$ cat config.mk
export PLATFORM = sky130hd
export DESIGN_NAME = mia_core
export DESIGN_NICKNAME = d
export VERILOG_FILES = /design/src/verilog/mia_core.v /design/src/verilog/mia_arbiter.v
export VERILOG_INCLUDE_DIRS = /design/src /design/src/include
export SDC_FILE = /design/constraint.sdc
export NUM_CORES = 1
export LEC_CHECK = 0
export ABC_AREA = 1
export BUFFER_PORTS_ARGS = -buffer_cell sky130_fd_sc_hd__buf_2
export CORE_AREA = 2 2 206 208
export CTS_BUF_LIST = sky130_fd_sc_hd__clkbuf_2
export CTS_CLUSTER_SIZE = 24
export DETAILED_ROUTE_END_ITERATION = 10
export DIE_AREA = 0 0 208 210
export PLACE_DENSITY = 0.68
export SLEW_MARGIN = 20
export SYNTH_ARGS = -nofsm -noshare
export SYNTH_HDL_FRONTEND = slang
export SYNTH_SLANG_ARGS = --single-unit
$ cat constraint.sdc
create_clock -name core_clk_i -period 40 [get_ports core_clk_i]
set_input_delay 0 -clock core_clk_i [delete_from_list [all_inputs] [get_ports core_clk_i]]
set_output_delay 0 -clock core_clk_i [all_outputs]
set_load 0.05 [all_outputs]
$ cat src/include/mia_consts.vh
`ifndef MIA_CONSTS_VH
`define MIA_CONSTS_VH
`define MIA_NSRC 32
`define MIA_ENTRY_CYCLES 20
`define MIA_IPL_SPECIAL 3'h7
`define MIA_INFO_ADDR 20'h00000
`define MIA_FLG_I 6
`define MIA_FLG_D 0
`define MIA_FLG_U 7
`define MIA_SW_U_LO 6'h20
`define MIA_SP_NONE 3'h0
`define MIA_SP_WDT 3'h1
`define MIA_SP_VMON 3'h2
`define MIA_SP_CMP 3'h3
`define MIA_SP_ABRK 3'h4
`define MIA_SP_AMATCH 3'h5
`define MIA_SP_STEP 3'h6
`define MIA_VEC_STEP 6'h04
`endif

$ cat src/verilog/mia_core.v
`timescale 1ns/1ns
`include "mia_consts.vh"
////////////////////////////////////////////////////////////////////////////
module mia_core (
   input wire core_clk_i,
   input wire rst_n_i,
   input wire [`MIA_NSRC-1:0] src_req_i,
   input wire [`MIA_NSRC-1:0] pend_clr_i,
   input wire [`MIA_NSRC*3-1:0] lvl_wdata_i,
   input wire [`MIA_NSRC-1:0] lvl_we_i,
   input wire [2:0] special_i,
   input wire [5:0] special_vec_i,
   input wire trap_i,
   input wire [5:0] trap_num_i,
   input wire instr_done_i,
   input wire suspendable_i,
   input wire return_from_exception_instr_i,
   input wire [7:0] flg_i,
   input wire [2:0] ipl_i,
   input wire [19:0] pc_i,
   input wire [19:0] vector_table_base_i,
   input wire [19:0] vec_rdata_i,
   input wire [15:0] stack_rdata_i,
   output reg [`MIA_NSRC-1:0] pend_o,
   output reg [`MIA_NSRC*3-1:0] lvl_o,
   output reg busy_o,
   output reg info_rd_o,
   output reg [19:0] info_addr_o,
   output reg [5:0] int_num_o,
   output reg [2:0] int_lvl_o,
   output reg stack_we_o,
   output reg stack_re_o,
   output reg [7:0] stack_wdata_o,
   output reg [1:0] stack_idx_o,
   output reg vec_rd_o,
   output reg [19:0] vec_addr_o,
   output reg flg_we_o,
   output reg [7:0] flg_o,
   output reg ipl_we_o,
   output reg [2:0] ipl_o,
   output reg pc_we_o,
   output reg [19:0] pc_o,
   output reg suspend_o,
   output reg done_o
);
   localparam [3:0] ST_IDLE = 4'h1;
   localparam [3:0] ST_ENTRY = 4'h2;
   localparam [3:0] ST_RET = 4'h4;
   localparam [3:0] ST_END = 4'h8;

   reg [3:0] state_reg;
   reg [4:0] cyc_reg;
   reg [7:0] tmp_flg_reg;
   reg [19:0] tmp_pc_reg;
   reg [2:0] tmp_ipl_reg;
   reg [2:0] new_ipl_reg;
   reg ipl_load_reg;
   reg keep_u_reg;
   reg mask_src_reg;
   reg [4:0] src_reg;
   reg [15:0] pop_hi_reg;
   wire hit;
   wire [4:0] hit_num;
   wire [2:0] hit_lvl;
   wire boundary = instr_done_i | suspendable_i;
   wire [15:0] save_hi = {tmp_pc_reg[19:16], 1'b0, tmp_ipl_reg, tmp_flg_reg};
   wire [15:0] save_lo = tmp_pc_reg[15:0];
   genvar g;

   mia_arbiter u_arb (
      .pend_i(pend_o),
      .lvl_i(lvl_o),
      .ipl_i(ipl_i),
      .i_flag_i(flg_i[`MIA_FLG_I]),
      .hit_o(hit),
      .num_o(hit_num),
      .lvl_o(hit_lvl)
   );

   ////////////////////////////////////////////////////////////////////////////
   // Per-source control: own level and own pending bit.
   generate
      for (g = 0; g < `MIA_NSRC; g = g + 1) begin : g_src
         wire accept_me = (state_reg == ST_ENTRY) && (cyc_reg == 5'd0) && mask_src_reg &&
                          (src_reg == g);
         always @(posedge core_clk_i) begin
            if (!rst_n_i) begin
               pend_o[g] <= 1'b0;
               lvl_o[g*3 +: 3] <= 3'h0;
            end else begin
               if (lvl_we_i[g]) begin
                  lvl_o[g*3 +: 3] <= lvl_wdata_i[g*3 +: 3];
               end
               // A new request wins over a clear in the same cycle, so no event is lost.
               if (src_req_i[g]) begin
                  pend_o[g] <= 1'b1;
               end else if (pend_clr_i[g] || accept_me) begin
                  pend_o[g] <= 1'b0;
               end
            end
         end
      end
   endgenerate

   ////////////////////////////////////////////////////////////////////////////
   // Entry and return sequencer.
   always @(posedge core_clk_i) begin
      if (!rst_n_i) begin
         state_reg <= ST_IDLE;
         cyc_reg <= 5'd0;
         tmp_flg_reg <= 8'h00;
         tmp_pc_reg <= 20'h00000;
         tmp_ipl_reg <= 3'h0;
         new_ipl_reg <= 3'h0;
         ipl_load_reg <= 1'b0;
         keep_u_reg <= 1'b0;
         mask_src_reg <= 1'b0;
         src_reg <= 5'd0;
         pop_hi_reg <= 16'h0000;
         busy_o <= 1'b0;
         info_rd_o <= 1'b0;
         info_addr_o <= 20'h00000;
         int_num_o <= 6'h00;
         int_lvl_o <= 3'h0;
         stack_we_o <= 1'b0;
         stack_re_o <= 1'b0;
         stack_wdata_o <= 8'h00;
         stack_idx_o <= 2'd0;
         vec_rd_o <= 1'b0;
         vec_addr_o <= 20'h00000;
         flg_we_o <= 1'b0;
         flg_o <= 8'h00;
         ipl_we_o <= 1'b0;
         ipl_o <= 3'h0;
         pc_we_o <= 1'b0;
         pc_o <= 20'h00000;
         suspend_o <= 1'b0;
         done_o <= 1'b0;
      end else begin
         info_rd_o <= 1'b0;
         stack_we_o <= 1'b0;
         stack_re_o <= 1'b0;
         vec_rd_o <= 1'b0;
         flg_we_o <= 1'b0;
         ipl_we_o <= 1'b0;
         pc_we_o <= 1'b0;
         suspend_o <= 1'b0;
         done_o <= 1'b0;
         case (state_reg)
            ST_IDLE: begin
               // The decision is latched here once, so a clear in the same cycle
               // as the boundary cannot start a sequence later on stale state.
               if (return_from_exception_instr_i) begin
                  state_reg <= ST_RET;
                  cyc_reg <= 5'd0;
                  busy_o <= 1'b1;
               end else if (trap_i || (boundary &&
                            ((special_i != `MIA_SP_NONE) || hit))) begin
                  state_reg <= ST_ENTRY;
                  cyc_reg <= 5'd0;
                  busy_o <= 1'b1;
                  suspend_o <= suspendable_i && !instr_done_i;
                  tmp_flg_reg <= flg_i;
                  tmp_pc_reg <= pc_i;
                  tmp_ipl_reg <= ipl_i;
                  keep_u_reg <= 1'b0;
                  mask_src_reg <= 1'b0;
                  ipl_load_reg <= 1'b0;
                  if (trap_i) begin
                     int_num_o <= trap_num_i;
                     int_lvl_o <= ipl_i;
                     keep_u_reg <= (trap_num_i >= `MIA_SW_U_LO);
                  end else if (special_i != `MIA_SP_NONE) begin
                     int_num_o <= special_vec_i;
                     int_lvl_o <= `MIA_IPL_SPECIAL;
                     ipl_load_reg <= (special_i == `MIA_SP_WDT) || (special_i == `MIA_SP_VMON) ||
                                     (special_i == `MIA_SP_CMP) ||
                                     (special_i == `MIA_SP_ABRK);
                     new_ipl_reg <= `MIA_IPL_SPECIAL;
                  end else begin
                     int_num_o <= {1'b0, hit_num};
                     int_lvl_o <= hit_lvl;
                     src_reg <= hit_num;
                     mask_src_reg <= 1'b1;
                     ipl_load_reg <= 1'b1;
                     new_ipl_reg <= hit_lvl;
                  end
               end
            end
            ST_ENTRY: begin
               cyc_reg <= cyc_reg + 5'd1;
               case (cyc_reg)
                  5'd0: begin
                     info_rd_o <= 1'b1;
                     info_addr_o <= `MIA_INFO_ADDR;
                  end
                  5'd2: begin
                     flg_we_o <= 1'b1;
                     flg_o <= tmp_flg_reg & ~((8'h01 << `MIA_FLG_I) | (8'h01 << `MIA_FLG_D) |
                              (keep_u_reg ? 8'h00 : (8'h01 << `MIA_FLG_U)));
                  end
                  5'd4, 5'd6, 5'd8, 5'd10: begin
                     stack_we_o <= 1'b1;
                     stack_idx_o <= cyc_reg[2:1] - 2'd2;
                     case (cyc_reg)
                        5'd4: stack_wdata_o <= save_hi[15:8];
                        5'd6: stack_wdata_o <= save_hi[7:0];
                        5'd8: stack_wdata_o <= save_lo[15:8];
                        default: stack_wdata_o <= save_lo[7:0];
                     endcase
                  end
                  5'd12: begin
                     if (ipl_load_reg) begin
                        ipl_we_o <= 1'b1;
                        ipl_o <= new_ipl_reg;
                     end
                  end
                  5'd14: begin
                     vec_rd_o <= 1'b1;
                     vec_addr_o <= vector_table_base_i + {12'h000, int_num_o, 2'b00};
                  end
                  5'd18: begin
                     pc_we_o <= 1'b1;
                     pc_o <= vec_rdata_i;
                  end
                  5'd19: begin
                     state_reg <= ST_END;
                  end
                  default: begin
                  end
               endcase
            end
            ST_RET: begin
               cyc_reg <= cyc_reg + 5'd1;
               if (cyc_reg == 5'd0 || cyc_reg == 5'd2) begin
                  stack_re_o <= 1'b1;
                  stack_idx_o <= cyc_reg[2:1];
               end
               if (cyc_reg == 5'd1) begin
                  pop_hi_reg <= stack_rdata_i;
               end
               if (cyc_reg == 5'd3) begin
                  flg_we_o <= 1'b1;
                  flg_o <= pop_hi_reg[7:0];
                  ipl_we_o <= 1'b1;
                  ipl_o <= pop_hi_reg[10:8];
                  pc_we_o <= 1'b1;
                  pc_o <= {pop_hi_reg[15:12], stack_rdata_i};
                  state_reg <= ST_END;
               end
            end
            ST_END: begin
               busy_o <= 1'b0;
               done_o <= 1'b1;
               state_reg <= ST_IDLE;
            end
            default: begin
               state_reg <= ST_IDLE;
            end
         endcase
      end
   end
endmodule // mia_core

$ cat src/verilog/mia_arbiter.v
`timescale 1ns/1ns
`include "mia_consts.vh"
module mia_arbiter (
   input wire [`MIA_NSRC-1:0] pend_i,
   input wire [`MIA_NSRC*3-1:0] lvl_i,
   input wire [2:0] ipl_i,
   input wire i_flag_i,
   output reg hit_o,
   output reg [4:0] num_o,
   output reg [2:0] lvl_o
);
   integer k;
   reg [2:0] l;
   always @* begin
      hit_o = 1'b0;
      num_o = 5'h00;
      lvl_o = 3'h0;
      l = 3'h0;
      // Lower source number wins ties: the scan replaces only on a strictly higher level.
      for (k = 0; k < `MIA_NSRC; k = k + 1) begin
         l = lvl_i[k*3 +: 3];
         if (i_flag_i && pend_i[k] && (l > ipl_i) && (l != 3'h0) && (!hit_o || l > lvl_o)) begin
            hit_o = 1'b1;
            num_o = k[4:0];
            lvl_o = l;
         end
      end
   end
endmodule // mia_arbiter

==> flow_summary_export.csv, run 1 <==
group,metric,value,unit
outcome,outcome,"did not finish",
outcome,haltStage,"4_1_cts",
outcome,stop_error,"[ERROR RSZ-0060] Max buffer count reached.",
clocking,post-cts-setup-buffers,0,
clocking,cts_resized,0,
place,port_buffers,507,
synth,synthTopCellsByCount,"nand2_1 (423), nor2_1 (400), o21ai_0 (319)",
synth,yosysWarnings,0,
synth,synth_seq_cells,274,
place,place_area,0.02052,mm2
synth,synth.distinct_cells,56,
synth,async_flop_share,0,%
synth,synth-main-ff-cell,"dfxtp_1",
synth,synth_top_area_share,31.37,%
die,die_x,208,um
synth,syn_area_per_cell,6.969,um2
die,die_height,210,um
clocking,numCtsBuffers,76,
synth,yosysMostFrequentCell,"nand2_1",
synth,syn_area,0.01748,mm2
synth,netlist_instances,2509,
clocking,clk_path_buf_depth,3,
die,start_util,42.15,%
synth,ys_top_cells_by_area,"dfxtp_1 (31%), ha_1 (13%), o21ai_0 (9.1%)",
die,num_io_pins,528,
clocking,hold_buffers,730,
synth,synth_edf_count,0,
synth,synth-seq-area-share,31.37,%
place,place_congestion,0.9232,
clocking,htree_levels,3,
clocking,cts.sinks,274,
die,rows,75,
clocking,cts_root_buf,"clkbuf_2",
synth,synthDominantAreaCellType,"dfxtp_1",
place,hpwl,48810,um
-- through the flow --
step	std cells	setup slack, ps
after floorplan	2528	6502
after global placement	3507	4812
after detailed placement	3507	2166
-- kinds of logic after synthesis --
family / after synthesis / synth area share (%)
AO/OA/AOI/OAI: 588 / 18.78
flip-flops: 274 / 31.37
AND/OR/NAND/NOR: 1110 / 28.44
adder cells (fa/ha/maj): 178 / 12.78
other: 1 / 0.02145
buffers and inverters: 341 / 7.757
XOR/XNOR: 17 / 0.8516
==> run 2: changes to the inputs <==
CORE_AREA = default   (was 2 2 206 208)
CORE_MARGIN = 1.5   (was default)
CORE_UTILIZATION = 40   (was default)
CTS_BUF_LIST = default   (was sky130_fd_sc_hd__clkbuf_2)
CTS_CLUSTER_SIZE = default   (was 24)
DIE_AREA = default   (was 0 0 208 210)
PLACE_DENSITY = default   (was 0.68)
PLACE_DENSITY_LB_ADDON = 0.15   (was default)
==> run 2 against run 1 <==
  * The flow now finishes without violations
  * Synthesized cell count unchanged
  * Synthesized area unchanged
==> flow_summary_export.csv, run 2 <==
group,metric,value,unit
route,wirelength,69160,um
route,vias_per_cell,5.164,
clocking,clk_path_buf_depth,3,
worst_setup_path,slowest_stage,"dlygate4sd3_1",
die,dieArea,0.04497,mm2
synth,synth_seq_cells,274,
pwr,powerDensity,34.83,mW/mm2
synth,synth.distinct_cells,56,
grt,antenna_found_initial,4,
sta,tns,0,ps
outcome,outcome,"finished, final reports clean",
grt,gr-total-overflow,0,
sta,final_hold_viol_count,0,
worst_setup_path,critPathKind,"input pin to register",
die,fp.coreArea,0.04308,mm2
finish,biggestRegsByFlops,"lvl_o x96, pend_o x32",
sta,setup_viol,0,
route,vias,21190,
clocking,cts_root_buf,"clkbuf_16",
pwr,p_clk_share,32.9,%
route,drt_iter0_markers,1200,
place,place_inst,3552,
die,num_io_pins,528,
grt,first_global_vias,21340,
synth,synth-seq-area-share,31.37,%
synth,synth_edf_count,0,
synth,netlist_instances,2509,
worst_setup_path,endpoint_kind,"register",
sta,tightest_slew,1096,ps
clocking,htree_levels,2,
finish,layout_commonest_cell,"buf_2",
die,die_height,212.1,um
worst_setup_path,crit_path_start,"ipl_i[2]",
hold_path,hp-start,"trap_num_i[2]",
route,wl_per_cell,16.86,um
sta,slew_violations,0,
grt,grtUsageTotal,29.78,%
hold_path,hold_class,"input pin to register",
worst_setup_path,cp_max_fo,18,
pwr,ir_drop,0.02999,mV
pwr,sw_frac_of_total,36.44,%
finish,drive_gt1_share,20.34,%
clocking,cts_tree,"done",
clocking,cts.sinks,274,
synth,yosysMostFrequentCell,"nand2_1",
pwr,p_comb_share,33.9,%
worst_setup_path,cpPeakStageDelay,550,ps
die,start_util,40.59,%
sta,rsz0062_at_grt,"false",
sta,skew,31.43,ps
route,first_pass_iters,7,
synth,synthDominantAreaCellType,"dfxtp_1",
synth,synth-main-ff-cell,"dfxtp_1",
clocking,insertion_delay,570,ps
die,die_x,212.1,um
route,drc,0,
sta,min_period,35600,ps
synth,ys_top_cells_by_area,"dfxtp_1 (31%), ha_1 (13%), o21ai_0 (9.1%)",
synth,yosysWarnings,0,
worst_setup_path,crit_top_cell,"nand2_1",
pwr,seq_power_share,33.3,%
worst_setup_path,cp.arrival,36050,ps
finish,syn_to_final_growth,52.36,%
clocking,numCtsBuffers,34,
worst_setup_path,startpoint_type,"input pin",
place,place_congestion,0.9195,
run,maxCapViolCount,0,
grt,grt_max_degree,111,
synth,syn_area_per_cell,6.969,um2
pwr,power.switching,338.2,uW
sta,slew_headroom,26.37,%
place,hpwl,47700,um
synth,async_flop_share,0,%
worst_setup_path,worst-endpoint-required,40460,ps
die,rows,76,
finish,largest_register_ffs,96,
finish,nNetsFinal,3973,
clocking,clk_pin_slew,60,ps
grt,grt_pass1_wl,107200,um
finish,regMostFlops,"lvl_o",
worst_setup_path,reg2reg_from,"lvl_o[2]",
synth,synthTopCellsByCount,"nand2_1 (423), nor2_1 (400), o21ai_0 (319)",
finish,layout_common_cells,"buf_2 (506), dlygate4sd3_1 (489), nand2_1 (418)",
place,port_buffers,507,
sta,fmax,0.02809,GHz
finish,stdcell_count,4103,
synth,synth_top_area_share,31.37,%
pwr,p_int,589.8,uW
pwr,power.leakage,13.49,nW
sta,period_share,88.99,%
route,final_antenna_net_count,0,
synth,syn_area,0.01748,mm2
run 2: cell counts after synthesis:
No cell type changed its count.
run 2: kinds of logic (layout without fill, tap and decap cells):
| family | after synthesis | after routing | synth area share, % |
|---|---|---|---|
| buf+inv | 341 | 1328 | 7.757 |
| fa+ha+maj | 178 | 178 | 12.78 |
| compound gates | 588 | 588 | 18.78 |
| xor+xnor | 17 | 17 | 0.8516 |
| simple gates | 1110 | 1110 | 28.44 |
| flops | 274 | 274 | 31.37 |
| other cells | 1 | 23 | 0.02145 |
run 2: power by group through the flow:
stage / clock network (mW) / logic [mW] / registers, mW
after CTS: 0.309 / 0.306 / 0.308
after floorplan: 0 / 0.160 / 0.344
final: 0.305 / 0.314 / 0.309
after global routing: 0.320 / 0.349 / 0.310
after global placement: 0 / 0.256 / 0.314
after detailed placement: 0 / 0.265 / 0.314
run 2: path summary, 6_finish.rpt:
kind                        end  slack, ps  cells after the start
setup / recovery     src_reg[3]       4400                    300
hold / removal     int_num_o[2]         10                      4
setup reg to reg     src_reg[3]       4410                    297
hold reg to reg   vec_addr_o[1]        470                      2
run 2: repair_timing:
action / 4_1_cts / 5_1_grt
endpoints found under the hold margin: 240 / 0
hold buffers: 489 / 0
gates resized for setup: 0 / 59
setup endpoints to repair: 0 / 16
setup buffers: 0 / 2
run 2: stage by stage:
stage | total power, mW | area, um2 | utilization [%] | hold slack (ps) | setup WS (ps)
3_5_place_dp | 0.5792 | 20570 | 47.75 | 214.1 | 2527
2_1_floorplan | 0.5041 | 17560 | - | 76.74 | 6502
6_report | 0.9280 | 26640 | 61.84 | 13.26 | 4402
5_1_grt | 0.9796 | 26640 | 61.84 | 83.49 | 37.57
3_3_place_gp | 0.5697 | 20570 | 47.75 | 211.3 | 4591
4_1_cts | 0.9239 | 26540 | 61.62 | 18.74 | 2485
run 2: metal layers:
metal | track usage [%] | up-vias | share of wire (%)
li1 | - | 10390 | -
met4 | 13.62 | 0 | 4.1
met1 | 33.96 | 9920 | 41
met5 | 0 | - | 0
met2 | 53.35 | 689 | 49
met3 | 5.879 | 190 | 6.0
run 2: area by class of cell:
| class | count | area (um2) |
|---|---|---|
| well taps | 585 | 732.0 |
| clock inverters | 13 | 142.6 |
| inverters | 257 | 970.9 |
| multi-input cells | 1913 | 10760 |
| fillers | 3746 | 16440 |
| clock buffers | 43 | 934.6 |
| repair buffers | 1015 | 7607 |
| flip-flops and latches | 274 | 5485 |
| diodes | 3 | 7.507 |
run 2: critical path: cells and delay by family:
kind,cells,cell delay (ps)
AND/OR/NAND/NOR,151,13260
adder cells (fa/ha/maj),32,9850
AO/OA/AOI/OAI,76,9650
buffers and inverters,41,3140
Power figures use the tool's default switching activity.
==> run 3: changes to the inputs <==
PLACE_DENSITY_LB_ADDON = 0.3   (was 0.15)
==> run 3 against run 2 <==
  * Core utilization is 0.093 points higher
  * Count of clock-buffer cells in the layout is 2 higher
  * Setup slack worse by 790 ps
  * Via count is 3.3% higher
  * Clock skew is 11 ps lower
  * First-iteration DRC count is 35% higher
  * Non-clock buffer count is 5 lower
  * Clock power is 5% higher
==> flow_summary_export.csv, run 3 (same netlist as run 2, synthesis figures left out) <==
group,metric,value,unit
outcome,outcome,"finished, final reports clean",
die,num_io_pins,528,
worst_setup_path,worst-endpoint-required,40510,ps
pwr,power,950.6,uW
die,start_util,40.59,%
place,dpl_worst_slack,2009,ps
place,place_area,0.02056,mm2
clocking,clk_pin_slew,70,ps
sta,tightest_slew,1063,ps
sta,setup_viol,0,
worst_setup_path,cpPeakStageDelay,400,ps
grt,first_global_vias,22140,
clocking,numCtsBuffers,31,
clocking,cts.sinks,274,
route,final_antenna_net_count,0,
sta,period_share,90.97,%
route,wl_per_cell,18.01,um
pwr,power.leakage,13.52,nW
run,maxCapViolCount,0,
grt,gr-total-overflow,0,
place,hpwl,49300,um
die,dieArea,0.04497,mm2
die,fp.coreArea,0.04308,mm2
worst_setup_path,crit_path_start,"lvl_o[1]",
finish,layout_commonest_cell,"buf_2",
hold_path,hold_class,"input pin to register",
sta,hold_slack,75.69,ps
clocking,clk_path_buf_depth,3,
pwr,powerDensity,35.63,mW/mm2
place,place_congestion,0.9170,
worst_setup_path,critPathKind,"register to register",
worst_setup_path,startpoint_type,"register",
sta,final_hold_viol_count,0,
grt,grtUsageTotal,31.52,%
die,die_x,212.1,um
worst_setup_path,reg2reg_from,"lvl_o[1]",
finish,drive_gt1_share,20.88,%
sta,worst_slack,3613,ps
sta,skew,20.82,ps
route,vias_per_cell,5.336,
worst_setup_path,cp.arrival,36900,ps
route,vias,21890,
clocking,insertion_delay,620,ps
hold_path,hp-start,"special_vec_i[2]",
finish,syn_to_final_growth,52.59,%
route,wirelength,73880,um
die,rows,76,
finish,fin_util,61.94,%
worst_setup_path,endpoint_kind,"register",
grt,grt_pass1_wl,113500,um
finish,stdcell_area,0.02668,mm2
finish,regMostFlops,"lvl_o",
finish,stdcell_count,4102,
die,die_height,212.1,um
sta,min_period,36390,ps
sta,fmax,0.02748,GHz
grt,antenna_found_initial,8,
place,place_inst,3551,
worst_setup_path,crit_top_cell,"nand2_1",
worst_setup_path,cp_max_fo,8,
clocking,cts_root_buf,"clkbuf_16",
finish,largest_register_ffs,96,
route,first_pass_iters,9,
place,port_buffers,507,
clocking,cts_tree,"done",
finish,layout_common_cells,"buf_2 (506), dlygate4sd3_1 (477), nand2_1 (416)",
pwr,ir_drop,0.03148,mV
sta,slew_headroom,29.04,%
route,drt_iter0_markers,1619,
clocking,htree_levels,1,
sta,tns,0,ps
worst_setup_path,slowest_stage,"o21ai_0",
finish,nNetsFinal,3965,
finish,biggestRegsByFlops,"lvl_o x96, pend_o x32",
grt,grt_max_degree,94,
sta,slew_violations,0,
route,drc,0,
## run 3: cell types whose count changed in the layout (fill, tap and decap cells not counted), moves of 2 or more
cell / before / now
dfxtp_2: 0 / 2
clkbuf_8: 5 / 9
bufinv_16: 1 / 5
nand2_1: 418 / 416
clkbuf_16: 35 / 32
dlygate4sd3_1: 489 / 477
o21ai_2: 6 / 10
clkinv_2: 7 / 3
o21ai_1: 44 / 39
dfxtp_1: 274 / 272
diode_2: 3 / 6
buf_4: 18 / 25
## run 3: repair_timing
action / in CTS / in global routing
gates resized for setup: 0 / 69
endpoints found under the hold margin: 240 / 0
hold buffers: 477 / 0
buffers inserted: 0 / 10
endpoints found under the setup margin: 0 / 16
## run 3: per-layer routing
| metal | GRT usage (%) | vias to the layer above | part of all wire, % |
|---|---|---|---|
| met5 | 0 | - | 0.046 |
| met4 | 19.16 | 6 | 6.1 |
| li1 | - | 10380 | - |
| met3 | 7.016 | 316 | 7.2 |
| met1 | 34.95 | 10170 | 38 |
| met2 | 54.91 | 1015 | 48 |
## run 3: area by class of cell
cell class	instances	area, um2
Antenna cell	6	15.01
Timing Repair Buffer	1010	7540
Clock inverter	12	214.0
Fill cell	3580	16400
Inverter	257	970.9
Sequential cell	274	5488
Tap cell	585	732.0
Multi-Input combinational cell	1913	10800
Clock buffer	45	918.4
## run 3: critical path, delay by kind of cell, from the launching register on
family | cells | cell delay, ps
flip-flops | 1 | 350
AO/OA/AOI/OAI | 70 | 9910
AND/OR/NAND/NOR | 157 | 13980
adder cells (fa/ha/maj) | 32 | 9760
buffers and inverters | 35 | 2170
## run 3: path summary, 6_finish.rpt
path | endpoint | slack (ps) | depth (start not counted)
hold reg to reg | tmp_ipl_reg[1] | 470 | 2
setup / recovery | src_reg[3] | 3610 | 294
hold / removal | int_num_o[2] | 80 | 3
setup reg to reg | src_reg[3] | 3610 | 294
## run 3: power by group
group	internal, mW	switching [mW]
Clock	0.192	0.128
Sequential	0.290	0.0191
Combinational	0.127	0.195
Total	0.609	0.342
==> run 4: changes to the inputs <==
==> constraint.sdc (replaced) <==
create_clock -name core_clk_i -period 40 [get_ports core_clk_i]
set_input_delay 12 -clock core_clk_i [delete_from_list [all_inputs] [get_ports core_clk_i]]
set_output_delay 12 -clock core_clk_i [all_outputs]
set_load 0.05 [all_outputs]
==> run 4 against run 3 <==
  * The run now ends with negative setup slack left
  * Flip-flop and latch count is the same
  * Highest routed layer unchanged
  * Routed wire length fell by 7.2%
  * Largest cell class unchanged
  * Setup slack worse by 8100 ps
  * Clock skew decreased by 8.6 ps
  * Critical path type is now input pin to register
==> flow_summary_export.csv, run 4 (same netlist as run 2, synthesis figures left out) <==
group,metric,value,unit
route,drc,0,
finish,nNetsFinal,3811,
route,wirelength,68540,um
sta,rsz0062_at_grt,"true",
worst_setup_path,reg2reg_depth,302,
sta,min_period,44470,ps
worst_setup_path,slowest_stage,"ha_1",
clocking,clk_pin_slew,60,ps
clocking,cts_root_buf,"clkbuf_16",
die,start_util,40.59,%
worst_setup_path,crit_top_cell,"nand2_2",
grt,grt_pass1_wl,102500,um
worst_setup_path,reg2reg_slack,6770,ps
route,final_antenna_net_count,0,
sta,tightest_slew,1403,ps
clocking,numCtsBuffers,35,
sta,fmax,0.02249,GHz
place,hpwl,49610,um
hold_path,hold_class,"register to register",
route,vias_per_cell,5.265,
die,rows,76,
sta,worst_slack,-4472,ps
place,place_area,0.02221,mm2
sta,slew_headroom,5.571,%
clocking,htree_levels,2,
grt,first_global_vias,20090,
sta,tns,-68850,ps
die,die_height,212.1,um
pwr,power.leakage,12.95,nW
worst_setup_path,cp_max_fo,6,
grt,grt_max_degree,91,
sta,final_hold_viol_count,0,
worst_setup_path,crit_path_end,"src_reg[4]",
clocking,insertion_delay,550,ps
finish,biggestRegsByFlops,"lvl_o x96, pend_o x32",
pwr,powerDensity,40.74,mW/mm2
sta,setup_viol,16,
place,dpl_worst_slack,-5258,ps
sta,hold_slack,467.0,ps
finish,layout_common_cells,"buf_2 (504), nor2_1 (384), nand2_1 (362)",
worst_setup_path,startpoint_type,"input pin",
worst_setup_path,crit_path_start,"ipl_i[1]",
clocking,clk_path_buf_depth,3,
grt,grtUsageTotal,28.57,%
pwr,ir_drop,0.02736,mV
place,port_buffers,507,
finish,drive_gt1_share,36.93,%
sta,period_share,111.2,%
clocking,cts_tree,"done",
worst_setup_path,cpPeakStageDelay,330,ps
route,vias,20780,
outcome,outcome,"finished, violations left",
finish,layout_commonest_cell,"buf_2",
finish,largest_register_ffs,96,
sta,slew_violations,0,
place,place_congestion,0.9129,
route,drt_iter0_markers,1122,
finish,syn_to_final_growth,45.74,%
die,num_io_pins,528,
die,fp.coreArea,0.04308,mm2
worst_setup_path,endpoint_kind,"register",
die,dieArea,0.04497,mm2
grt,gr-total-overflow,0,
route,first_pass_iters,5,
die,die_x,212.1,um
clocking,cts.sinks,274,
outcome,failed_checks,"negative setup slack",
worst_setup_path,worst-endpoint-required,40450,ps
worst_setup_path,critPathKind,"input pin to register",
route,wl_per_cell,17.37,um
run,maxCapViolCount,0,
finish,regMostFlops,"lvl_o",
finish,stdcell_area,0.02548,mm2
sta,skew,12.25,ps
worst_setup_path,cp.arrival,44920,ps
grt,antenna_found_initial,6,
worst_setup_path,reg2reg_from,"lvl_o[1]",
worst_setup_path,r2r_end,"src_reg[4]",
## run 4: changes by cell type in the layout (fill, tap and decap cells not counted), moves of 11 or more
cell	change
dlygate4sd3_1	-477
buf_4	+313
o21ai_0	-57
nand2_1	-54
o21ai_2	+43
nand2_2	+29
ha_1	-25
ha_4	+24
nand2_4	+24
a21oi_1	-13
nor2_1	-13
a21oi_2	+12
nand3_1	-12
inv_1	-11
## run 4: worst min path at each step
stage,from,endpoint,cells after the start,slack [ps]
floorplan,tmp_pc_reg[17],tmp_pc_reg[17],2,430
global placement,tmp_pc_reg[18],tmp_pc_reg[18],2,450
detailed placement,tmp_pc_reg[18],tmp_pc_reg[18],2,450
CTS,tmp_pc_reg[18],tmp_pc_reg[18],2,460
global route,ipl_load_reg,ipl_load_reg,2,490
finish,mask_src_reg,mask_src_reg,2,470
## run 4: repair_timing
| item | 4_1_cts | 5_1_grt |
|---|---|---|
| hold buffers | 0 | 0 |
| cloned | 0 | 0 |
| gates resized for setup | 94 | 117 |
| setup buffers | 118 | 43 |
| pin swaps | 123 | 142 |
| setup endpoints to repair | 16 | 16 |
## run 4: power breakdown
part	switching (mW)	total (mW)	internal (mW)
registers	0.0198	0.310	0.290
clock network	0.129	0.339	0.210
logic	0.221	0.389	0.168
total	0.370	1.04	0.669
## run 4: through the flow
stage,util [%],instances,total power [mW]
3_5_place_dp,51.56,3723,0.6195
2_1_floorplan,-,2528,0.5174
5_1_grt,59.14,3945,1.091
6_report,59.16,3947,1.038
3_3_place_gp,51.56,3723,0.6067
4_1_cts,57.12,3902,0.9999
## run 4: per-layer routing
layer	part of all wire, %	up-vias	global-route usage, %
met5	0.050	-	0
met3	6.7	176	5.480
met1	40	9796	32.86
met2	49	726	50.50
li1	-	10080	-
met4	4.4	4	14.09
## run 4: area by class of cell
class,instances,area (um2)
clock buffer,45,964.7
antenna,4,10.01
tap,585,732.0
timing repair buffer,852,5185
fill,3926,17590
sequential,274,5485
inverter,257,977.2
clock inverter,17,259.0
multi-input combinational,1913,11870
## run 4: critical path: cells and delay by family
family	cells	cell delay, ps
AO/OA/AOI/OAI	67	6460
adder cells (fa/ha/maj)	30	8760
buffers and inverters	53	4420
AND/OR/NAND/NOR	154	13190
